File: config.mk
export PLATFORM = sky130hd
export DESIGN_NAME = sef_error_flags
export DESIGN_NICKNAME = d
export VERILOG_FILES = /design/src/hw/sef_pkg.sv /design/src/hw/sef_sticky_flag.sv /design/src/hw/sef_error_flags.sv
export SDC_FILE = /design/constraint.sdc
export NUM_CORES = 1
export LEC_CHECK = 0
export BUFFER_PORTS_ARGS = -buffer_cell sky130_fd_sc_hd__buf_2
export CAP_MARGIN = 20
export CORE_MARGIN = 2
export CORE_UTILIZATION = 51
export CTS_BUF_LIST = sky130_fd_sc_hd__clkbuf_16
export DETAILED_ROUTE_END_ITERATION = 8
export PLACE_DENSITY = 0.83
export SLEW_MARGIN = 0
export SYNTH_ARGS = -nofsm -noshare
export SYNTH_HDL_FRONTEND = slang
export SYNTH_SLANG_ARGS = --single-unit
File: constraint.sdc
create_clock -name clk -period 3.05 [get_ports clk]
set_clock_uncertainty 0.2 [all_clocks]
set_input_delay 0.1525 -clock clk [delete_from_list [all_inputs] [get_ports clk]]
set_output_delay 0.1525 -clock clk [all_outputs]
set_load 0.03 [all_outputs]
File: src/hw/sef_pkg.sv
// Purpose: Constants for the SPI interface error flag bank.
// Assumes: Byte-wide registers on the SPI register port.
// Notes:   Bit positions follow the interface status layout.
package sef_pkg;
   localparam logic [7:0] SEF_STATUS_ADDR   = 8'h11;
   localparam logic [7:0] SEF_CONFIG_ADDR   = 8'h14;
   localparam logic [7:0] SEF_STATUS_RESET  = 8'h00;
   localparam logic [7:0] SEF_CONFIG_RESET  = 8'h04;
   // Reserved config bits 7 and 5 hold zero.
   localparam logic [7:0] SEF_CONFIG_WMASK  = 8'h5F;
   localparam int         SEF_BIT_NOT_READY = 7;
   localparam int         SEF_BIT_CLK_COUNT = 5;
   localparam int         SEF_BIT_CRC       = 3;
   localparam int         SEF_BIT_RO_WRITE  = 2;
   localparam int         SEF_BIT_PARTIAL   = 1;
   localparam int         SEF_BIT_BAD_ADDR  = 0;
   localparam int         SEF_NUM_FLAGS     = 6;
   localparam int         SEF_READY_NS      = 100;
   localparam int         SEF_CLK_NS        = 4;
   localparam int         SEF_READY_CYCLES  = (SEF_READY_NS + SEF_CLK_NS - 1) / SEF_CLK_NS;
endpackage

File: src/hw/sef_sticky_flag.sv
// Purpose: One write-one-to-clear sticky flag.
// Assumes: Set and clear are one-cycle pulses.
// Notes:   Set wins over a clear in the same cycle.
`timescale 1ns/100ps
module sef_sticky_flag (
   // Clock and reset
   input  wire logic clk,
   input  wire logic rst_b,
   // Events
   input  wire logic set,
   input  wire logic clr,
   // State
   output logic      flag
);
   always_ff @(posedge clk or negedge rst_b) begin
      if (!rst_b) begin
         flag <= 1'b0;
      end else if (set) begin
         flag <= 1'b1;
      end else if (clr) begin
         flag <= 1'b0;
      end
   end
endmodule

File: src/hw/sef_error_flags.sv
// Purpose: Sticky SPI interface error flags and the misc config register.
// Assumes: Detector pulses come one cycle wide from the SPI frame decoder.
// Notes:   Register port is the decoder's internal byte access path.
`timescale 1ns/100ps
module sef_error_flags
   import sef_pkg::*;
#(
   parameter int READY_CYCLES = SEF_READY_CYCLES,
   parameter bit STRICT_MODE  = 1'b1
) (
   // Clock and reset
   input  wire logic       clk,
   input  wire logic       rst_b,
   // Detector pulses from the frame decoder
   input  wire logic       frame_start,
   input  wire logic       sclk_edge_count_fault,
   input  wire logic       crc_fault,
   input  wire logic       ro_target_write_fault,
   input  wire logic       partial_access_fault,
   input  wire logic       bad_address_fault,
   // Register port
   input  wire logic       reg_wr,
   input  wire logic       reg_rd,
   input  wire logic [7:0] reg_addr,
   input  wire logic [7:0] reg_wdata,
   output logic      [7:0] reg_rdata,
   // Block state
   output logic      [7:0] status,
   output logic      [7:0] misc_config,
   output logic            if_ready,
   output logic            commit_veto
);
   localparam int CW = $clog2(READY_CYCLES + 1);

   // The timer needs at least one cycle, and the flag map is fixed at six cells.
   generate
      if (READY_CYCLES < 1) begin : g_bad_ready
         $error("READY_CYCLES must be at least one");
      end
      if (READY_CYCLES > 65535) begin : g_big_ready
         $error("READY_CYCLES is beyond the timer range");
      end
      if (SEF_NUM_FLAGS != 6) begin : g_bad_flags
         $error("The flag map expects six cells");
      end
   endgenerate

   function automatic logic hit(input logic [7:0] addr, input logic [7:0] target);
      hit = (addr == target);
   endfunction

   // Maps a flag cell index to its bit position in the status byte.
   function automatic int flag_pos(input int idx);
      case (idx)
         0:       flag_pos = SEF_BIT_BAD_ADDR;
         1:       flag_pos = SEF_BIT_PARTIAL;
         2:       flag_pos = SEF_BIT_RO_WRITE;
         3:       flag_pos = SEF_BIT_CRC;
         4:       flag_pos = SEF_BIT_CLK_COUNT;
         5:       flag_pos = SEF_BIT_NOT_READY;
         default: flag_pos = SEF_BIT_BAD_ADDR;
      endcase
   endfunction

   // Unmapped reads return zero; the decoder flags the address itself.
   function automatic logic [7:0] read_byte(input logic [7:0] addr,
                                            input logic [7:0] st,
                                            input logic [7:0] cfg);
      if (hit(addr, SEF_STATUS_ADDR)) begin
         read_byte = st;
      end else if (hit(addr, SEF_CONFIG_ADDR)) begin
         read_byte = cfg;
      end else begin
         read_byte = '0;
      end
   endfunction

   logic [CW-1:0]            ready_cnt;
   logic [SEF_NUM_FLAGS-1:0] set_vec;
   logic [SEF_NUM_FLAGS-1:0] clr_vec;
   logic [SEF_NUM_FLAGS-1:0] flag_vec;
   logic                     status_wr;
   logic                     config_wr;
   logic [7:0]               next_status;

   // The ready timer starts at reset release so no strap is sampled.
   always_ff @(posedge clk or negedge rst_b) begin
      if (!rst_b) begin
         ready_cnt <= '0;
      end else if (!if_ready) begin
         ready_cnt <= ready_cnt + CW'(1);
      end
   end

   // Ready is kept as a level so the early frame check needs no extra decode.
   always_ff @(posedge clk or negedge rst_b) begin
      if (!rst_b) begin
         if_ready <= 1'b0;
      end else if (!if_ready) begin
         if_ready <= (ready_cnt == CW'(READY_CYCLES - 1));
      end
   end

   assign status_wr = reg_wr && hit(reg_addr, SEF_STATUS_ADDR);
   assign config_wr = reg_wr && hit(reg_addr, SEF_CONFIG_ADDR);

   assign set_vec[5] = frame_start && !if_ready;
   assign set_vec[4] = sclk_edge_count_fault;
   assign set_vec[3] = crc_fault;
   assign set_vec[2] = ro_target_write_fault;
   assign set_vec[1] = partial_access_fault;
   assign set_vec[0] = bad_address_fault;

   genvar gi;
   generate
      for (gi = 0; gi < SEF_NUM_FLAGS; gi++) begin : g_flag
         assign clr_vec[gi] = status_wr && reg_wdata[flag_pos(gi)];
         sef_sticky_flag u_flag (
            .clk   (clk),
            .rst_b (rst_b),
            .set   (set_vec[gi]),
            .clr   (clr_vec[gi]),
            .flag  (flag_vec[gi])
         );
      end
   endgenerate

   always_comb begin
      next_status                    = SEF_STATUS_RESET;
      next_status[SEF_BIT_NOT_READY] = flag_vec[5];
      next_status[SEF_BIT_CLK_COUNT] = flag_vec[4];
      next_status[SEF_BIT_CRC]       = flag_vec[3];
      next_status[SEF_BIT_RO_WRITE]  = flag_vec[2];
      next_status[SEF_BIT_PARTIAL]   = flag_vec[1];
      next_status[SEF_BIT_BAD_ADDR]  = flag_vec[0];
   end

   // Mirrored into a flop so the output is registered; lags the cells by one edge.
   always_ff @(posedge clk or negedge rst_b) begin
      if (!rst_b) begin
         status <= SEF_STATUS_RESET;
      end else begin
         status <= next_status;
      end
   end

   always_ff @(posedge clk or negedge rst_b) begin
      if (!rst_b) begin
         misc_config <= SEF_CONFIG_RESET;
      end else if (config_wr) begin
         misc_config <= reg_wdata & SEF_CONFIG_WMASK;
      end
   end

   always_ff @(posedge clk or negedge rst_b) begin
      if (!rst_b) begin
         commit_veto <= 1'b0;
      end else begin
         commit_veto <= STRICT_MODE && partial_access_fault;
      end
   end

   // Status reads come from the cells, one edge ahead of the status output.
   always_ff @(posedge clk or negedge rst_b) begin
      if (!rst_b) begin
         reg_rdata <= '0;
      end else if (reg_rd) begin
         reg_rdata <= read_byte(reg_addr, next_status, misc_config);
      end
   end
endmodule

==> impl_metrics.yaml, run 1 <==
grt:
  grt_max_degree: 34
  grt_pass1_vias: 1020
  antenna_found_initial: 0
  grt_use_total_pct: 23.7
  grt_pass1_wl_microns: 4730
  overflow: 0
hold_path:
  hold_depth: 3
  hold_start: "reg_wdata[7]"
  hold_path.class: "in -> reg"
  hold_end: "g_flag[5].u_flag.flag"
logic_synthesis:
  synthCells: 93
  synth-seq-cells: 33
  yosys_warnings: 0
  ys_types: 22
  ys_seq_area_share_pct: 62.4
  synth_area_sq_um: 1330
  syn_area_per_cell_sq_um: 14.3
die:
  core_sq_um: 2480
  rows: 18
  ios: 52
  fp.dieArea_sq_um: 3020
  start_util_pct: 53.5
  die-width_microns: 55.0
  dieHeight_microns: 55.0
clocking:
  htreeDepth: 2
  clk_latency_ns: 0.27
  cts_tree: "yes"
  cts-root-buf: "clkbuf_16"
  cts_sinks: 33
  post_cts_buffers: 0
  clkTransAtPathRegs_ns: 0.05
  cts_resized: 0
  clock_path_buffers: 2
  hold_buffers: 15
  cts_buffers: 5
routing:
  ant_nets: 0
  drt-total-wl_microns: 3170
  routedWlPerCell_microns: 16.7
  post-route-drc-count: 0
  via_per_inst: 5.41
  dr.pass1.iters: 4
  drtIter0Drc: 12
  via_count: 1028
finish:
  fin_nets: 187
  layout-drive-gt1-share_pct: 40.0
  fin_area_sq_um: 1860
  fillCellCount: 172
  fin_util_pct: 74.9
  layout_common_cells: "buf_2 (47), dfrtp_1 (32), dlygate4sd3_1 (15), inv_1 (8)"
  multiInputGateArea_sq_um: 452
  final_common_cell: "buf_2"
  area_growth_pct: 40.0
  seq_area_sq_um: 827
  n_antenna_cell: 0
sta:
  fmax_mhz: 534
  slew_viol_final: 0
  fin_setup_tns_ns: 0
  fin_crit_sh_pct: 61.4
  worst_slew_pin_slew_ns: 0.704
  final-hold-violation-count: 0
  rsz0062_at_grt: "false"
  fin_crit_ns: 1.87
  timing.hold.ws_ns: 0.0195
  finalSetupViolCount: 0
  relSlewSlack_pct: 53.0
power:
  power-per-cell-area_nw_per_um2: 530
  p_leak_nw: 0.894
  ir_drop_v: 0.000421
place:
  dp_hpwl_microns: 1990
  placed_area_sq_um: 1570
  numPortBuffers: 47
  place_congestion: 0.766
setup_path:
  reg2reg_to: "g_flag[2].u_flag.flag"
  path_delay_family: "simple AND/OR/NAND/NOR gates"
  cp_cell_sequence: "buf_2, nor4b_2, nand4_1, a21o_1, dlygate4sd3_1"
  setup.worst_path.start_class: "input pin"
  crit_path_max_fanout: 7
  rr_worst_depth: 2
  required_ns: 3.00
  cp_data_arrival_time_ns: 1.83
  r2r_slack_ns: 1.62
  cp_slowest_cell: "nor4b_2"
  cp_num_buf_inv: 2
  cp-end-kind: "flop"
  r2r-start: "g_flag[2].u_flag.flag"
  critical_path_class: "in -> reg"
  slowest_delay_ns: 0.62
status:
  status: "completed"
flow_run:
  max_cap_violations: 0
-- flip-flops by register name, indices dropped and copies added, names as in the netlist --
register and count:
commit_veto 1, g_flag.u_flag.flag 6, if_ready 1, misc_config 6
ready_cnt 5, reg_rdata 8, status 6
-- report_power, final --
| part | switching, W | total, W | internal, W |
|---|---|---|---|
| clock | 0.000165 | 0.000458 | 0.000293 |
| sequential | 0.00000400 | 0.000449 | 0.000445 |
| combinational | 0.0000463 | 0.0000781 | 0.0000318 |
-- tightest hold or removal path: stages --
cell     delay (ns)
buf_2          0.10
nand4_1        0.08
a22o_1         0.12
-- worst max path at each step --
| stage | start | end | cells past startpoint |
|---|---|---|---|
| final | reg_addr[2] | g_flag[4].u_flag.flag | 5 |
| after global routing | reg_addr[2] | g_flag[4].u_flag.flag | 5 |
| after CTS | reg_addr[2] | g_flag[4].u_flag.flag | 5 |
| after detailed placement | reg_addr[1] | reg_rdata[3] | 4 |
| after global placement | reg_addr[1] | reg_rdata[0] | 4 |
| after floorplan | reg_addr[1] | misc_config[0] | 3 |
-- kinds of logic (layout without fill, tap and decap cells) --
family	count (synthesis)	in the layout	share of synthesized area (%)
flip-flops	33	33	62.4
AND/OR/NAND/NOR	20	20	12.5
AO/OA/AOI/OAI	15	15	9.91
buffers and inverters	11	75	4.43
multiplexers	7	7	5.94
XOR/XNOR	4	4	2.64
adder cells (fa/ha/maj)	2	2	1.89
other	1	4	0.283
-- final cells by class --
type                    count  area share, %
flip-flops and latches     33           44.5
multi-input cells          52           24.3
repair buffers             62           20.8
clock buffers               5           6.74
well taps                  30           2.02
inverters                   5           1.01
clock inverters             3          0.606
-- per-stage QoR --
stage / total power, W / worst slack [ns] / cells
after CTS: 0.000985 / 1.25 / 190
after global placement: 0.000518 / 1.42 / 167
after detailed placement: 0.000520 / 1.35 / 167
final: 0.000985 / 1.18 / 190
after floorplan: 0.000486 / 1.62 / 96
after global routing: 0.00101 / 1.08 / 190
-- synth_stat cells --
library cell,number,area [sq um]
a22o_1,5,43.8
buf_2,2,10.0
nor4b_2,1,15.0
a221o_1,4,40.0
nand4_4,1,21.3
ha_1,2,25.0
a21o_1,5,37.5
nor2b_1,6,37.5
buf_4,4,30.0
nor4b_4,1,23.8
nor2_1,1,3.75
and4_1,1,8.76
nand3_1,1,5.00
inv_1,5,18.8
dfstp_2,1,26.3
conb_1,1,3.75
a41o_1,1,10.0
and3_2,1,7.51
dfrtp_1,32,801
nand4_1,7,43.8
xnor2_1,4,35.0
mux2_2,7,78.8
-- per-layer routing --
metal  vias to the layer above  routed length [microns]  GRT usage (%)
met5                         -                        0              0
met4                         0                      103           14.2
met1                       511                     1250           27.5
met3                        13                      181           7.53
li1                        460                        -              -
met2                        44                     1640           38.1
Note: power is estimated with default switching activity, not from simulation.
==> run 2: changes to the inputs <==
--- a/config.mk
+++ b/config.mk
@@ -8,10 +8,10 @@
 export BUFFER_PORTS_ARGS = -buffer_cell sky130_fd_sc_hd__buf_2
 export CAP_MARGIN = 20
 export CORE_MARGIN = 2
-export CORE_UTILIZATION = 51
+export CORE_UTILIZATION = 42
 export CTS_BUF_LIST = sky130_fd_sc_hd__clkbuf_16
 export DETAILED_ROUTE_END_ITERATION = 8
-export PLACE_DENSITY = 0.83
+export PLACE_DENSITY = 0.73
 export SLEW_MARGIN = 0
 export SYNTH_ARGS = -nofsm -noshare
 export SYNTH_HDL_FRONTEND = slang
==> constraint.sdc (replaced) <==
create_clock -name clk -period 1.55 [get_ports clk]
set_clock_uncertainty 0.2 [all_clocks]
set_input_delay 0.0775 -clock clk [delete_from_list [all_inputs] [get_ports clk]]
set_output_delay 0.0775 -clock clk [all_outputs]
set_load 0.03 [all_outputs]
==> run 2 against run 1 <==
Net effect: total power up 110%; first-iteration DRC count rose by 110%; flip-flop and latch count did not move; largest cell class unchanged; clock-buffer cell count is the same; cell count up 10%; clock power is 130% higher; highest routed layer unchanged; sequential power up 97%; worst hold slack better by 0.045 ns; utilization shrank 11 points; die area increased by 20%.
==> impl_metrics.yaml, run 2 (same netlist as run 1, synthesis figures left out) <==
status:
  status: "completed"
setup_path:
  cp_cell_sequence: "dlygate4sd3_1, buf_2, and3_2, a221o_1"
  cp_slowest_cell: "dlygate4sd3_1"
  cp_data_arrival_time_ns: 1.38
  cp_num_buf_inv: 2
  path_delay_family: "buffers and inverters"
  critical_path_class: "in -> reg"
  required_ns: 1.50
  setup.worst_path.start_class: "input pin"
  crit_path_max_fanout: 7
  cp-end-kind: "flop"
  slowest_delay_ns: 0.53
place:
  numPortBuffers: 47
  dp_hpwl_microns: 2050
  place_congestion: 0.759
die:
  dieHeight_microns: 60.2
  fp.dieArea_sq_um: 3620
  ios: 52
  start_util_pct: 43.8
  rows: 20
  die-width_microns: 60.2
  core_sq_um: 3030
clocking:
  cts_sinks: 33
  clock_path_buffers: 2
  cts_buffers: 5
  clkTransAtPathRegs_ns: 0.05
  clk_latency_ns: 0.27
  htreeDepth: 2
  cts-root-buf: "clkbuf_16"
  cts_tree: "yes"
finish:
  largest_reg_flops: 8
  fillCellCount: 223
  n_antenna_cell: 0
  fin_nets: 192
  area_growth_pct: 46.5
  layout_common_cells: "buf_2 (47), dfrtp_1 (32), dlygate4sd3_1 (17), nand4_1 (7), mux2_2 (7)"
  fin_util_pct: 64.2
  top_register: "reg_rdata"
  layout-drive-gt1-share_pct: 41.2
  final_common_cell: "buf_2"
sta:
  relSlewSlack_pct: 53.4
  final-hold-violation-count: 0
  rsz0062_at_grt: "false"
  fmax_mhz: 698
  fin_setup_tns_ns: 0
  fin_crit_sh_pct: 92.4
  slew_viol_final: 0
  finalSetupViolCount: 0
  worst_slew_pin_slew_ns: 0.698
  fin_crit_ns: 1.43
grt:
  grt_max_degree: 34
  grt_use_total_pct: 17.1
  grt_pass1_wl_microns: 4350
  antenna_found_initial: 0
  grt_pass1_vias: 965
  overflow: 0
routing:
  via_count: 1015
  ant_nets: 0
  drt-total-wl_microns: 2900
  post-route-drc-count: 0
  dr.pass1.iters: 4
  routedWlPerCell_microns: 13.9
  via_per_inst: 4.86
  drtIter0Drc: 25
hold_path:
  hold_path.class: "in -> reg"
flow_run:
  max_cap_violations: 0
power:
  power-per-cell-area_nw_per_um2: 1090
  ir_drop_v: 0.000863
  p_leak_nw: 0.929
[run 2: changes by cell type in the layout (fill, tap and decap cells not counted), sizes merged]
| cell | change |
|---|---|
| inv | -2 |
| clkinv | +1 |
| buf | +3 |
| dlygate4sd3 | +2 |
| bufinv | +1 |
[run 2: final timing paths]
kind,slack [ns],startpoint,cells after the start,end
setup / recovery,0.12,reg_rd,4,reg_rdata[3]
hold / removal,0.06,reg_addr[5],4,misc_config[1]
setup reg to reg,0.25,ready_cnt[0],3,ready_cnt[1]
hold reg to reg,0.20,g_flag[4].u_flag.flag,0,status[5]
max in group asynchronous,0.51,rst_b,2,status[3]
min in group asynchronous,0.19,rst_b,2,reg_rdata[5]
[run 2: final cells by class]
type	count	area, sq um	share of cell area, %
inverter	5	18.8	0.966
multi-input combinational	52	452	23.2
clock inverter	3	37.5	1.93
tap	44	55.1	2.83
timing repair buffer	67	428	22.0
clock buffer	5	125	6.44
sequential	33	827	42.6
[run 2: tightest hold or removal path, delay by kind of cell]
family / cells / cell delay, ns
buf+inv: 1 / 0.10
mux: 1 / 0.15
simple gates: 2 / 0.18
[run 2: repair_timing]
item,in CTS,in global routing
setup buffers,0,0
endpoints found under the hold margin,46,0
gates resized for setup,0,0
hold buffers,17,0
[run 2: per-stage QoR]
stage | area [sq um] | power (W) | setup WS (ns) | hold WS [ns] | std cells
6_report | 1940 | 0.00212 | 0.118 | 0.0648 | 209
5_1_grt | 1940 | 0.00219 | 0.0913 | 0.0908 | 209
4_1_cts | 1940 | 0.00214 | 0.126 | 0.0674 | 209
3_5_place_dp | 1610 | 0.00103 | 0.0729 | -0.0358 | 184
3_3_place_gp | 1610 | 0.00102 | 0.0880 | -0.0481 | 184
2_1_floorplan | 1340 | 0.000956 | 0.199 | -0.418 | 96
[run 2: per-layer routing]
metal	global-route usage [%]	up-vias	share of wire, %	wire, microns
met5	0	-	0	0
met4	8.25	0	2.5	72
met3	6.28	7	5.2	152
met2	26.6	34	50	1440
li1	-	472	-	-
met1	21.0	502	43	1230
[run 2: report_power, final]
group          internal, W  total [W]  switching, W
clock network     0.000745    0.00107      0.000328
logic            0.0000713   0.000161     0.0000900
registers         0.000875   0.000883    0.00000797
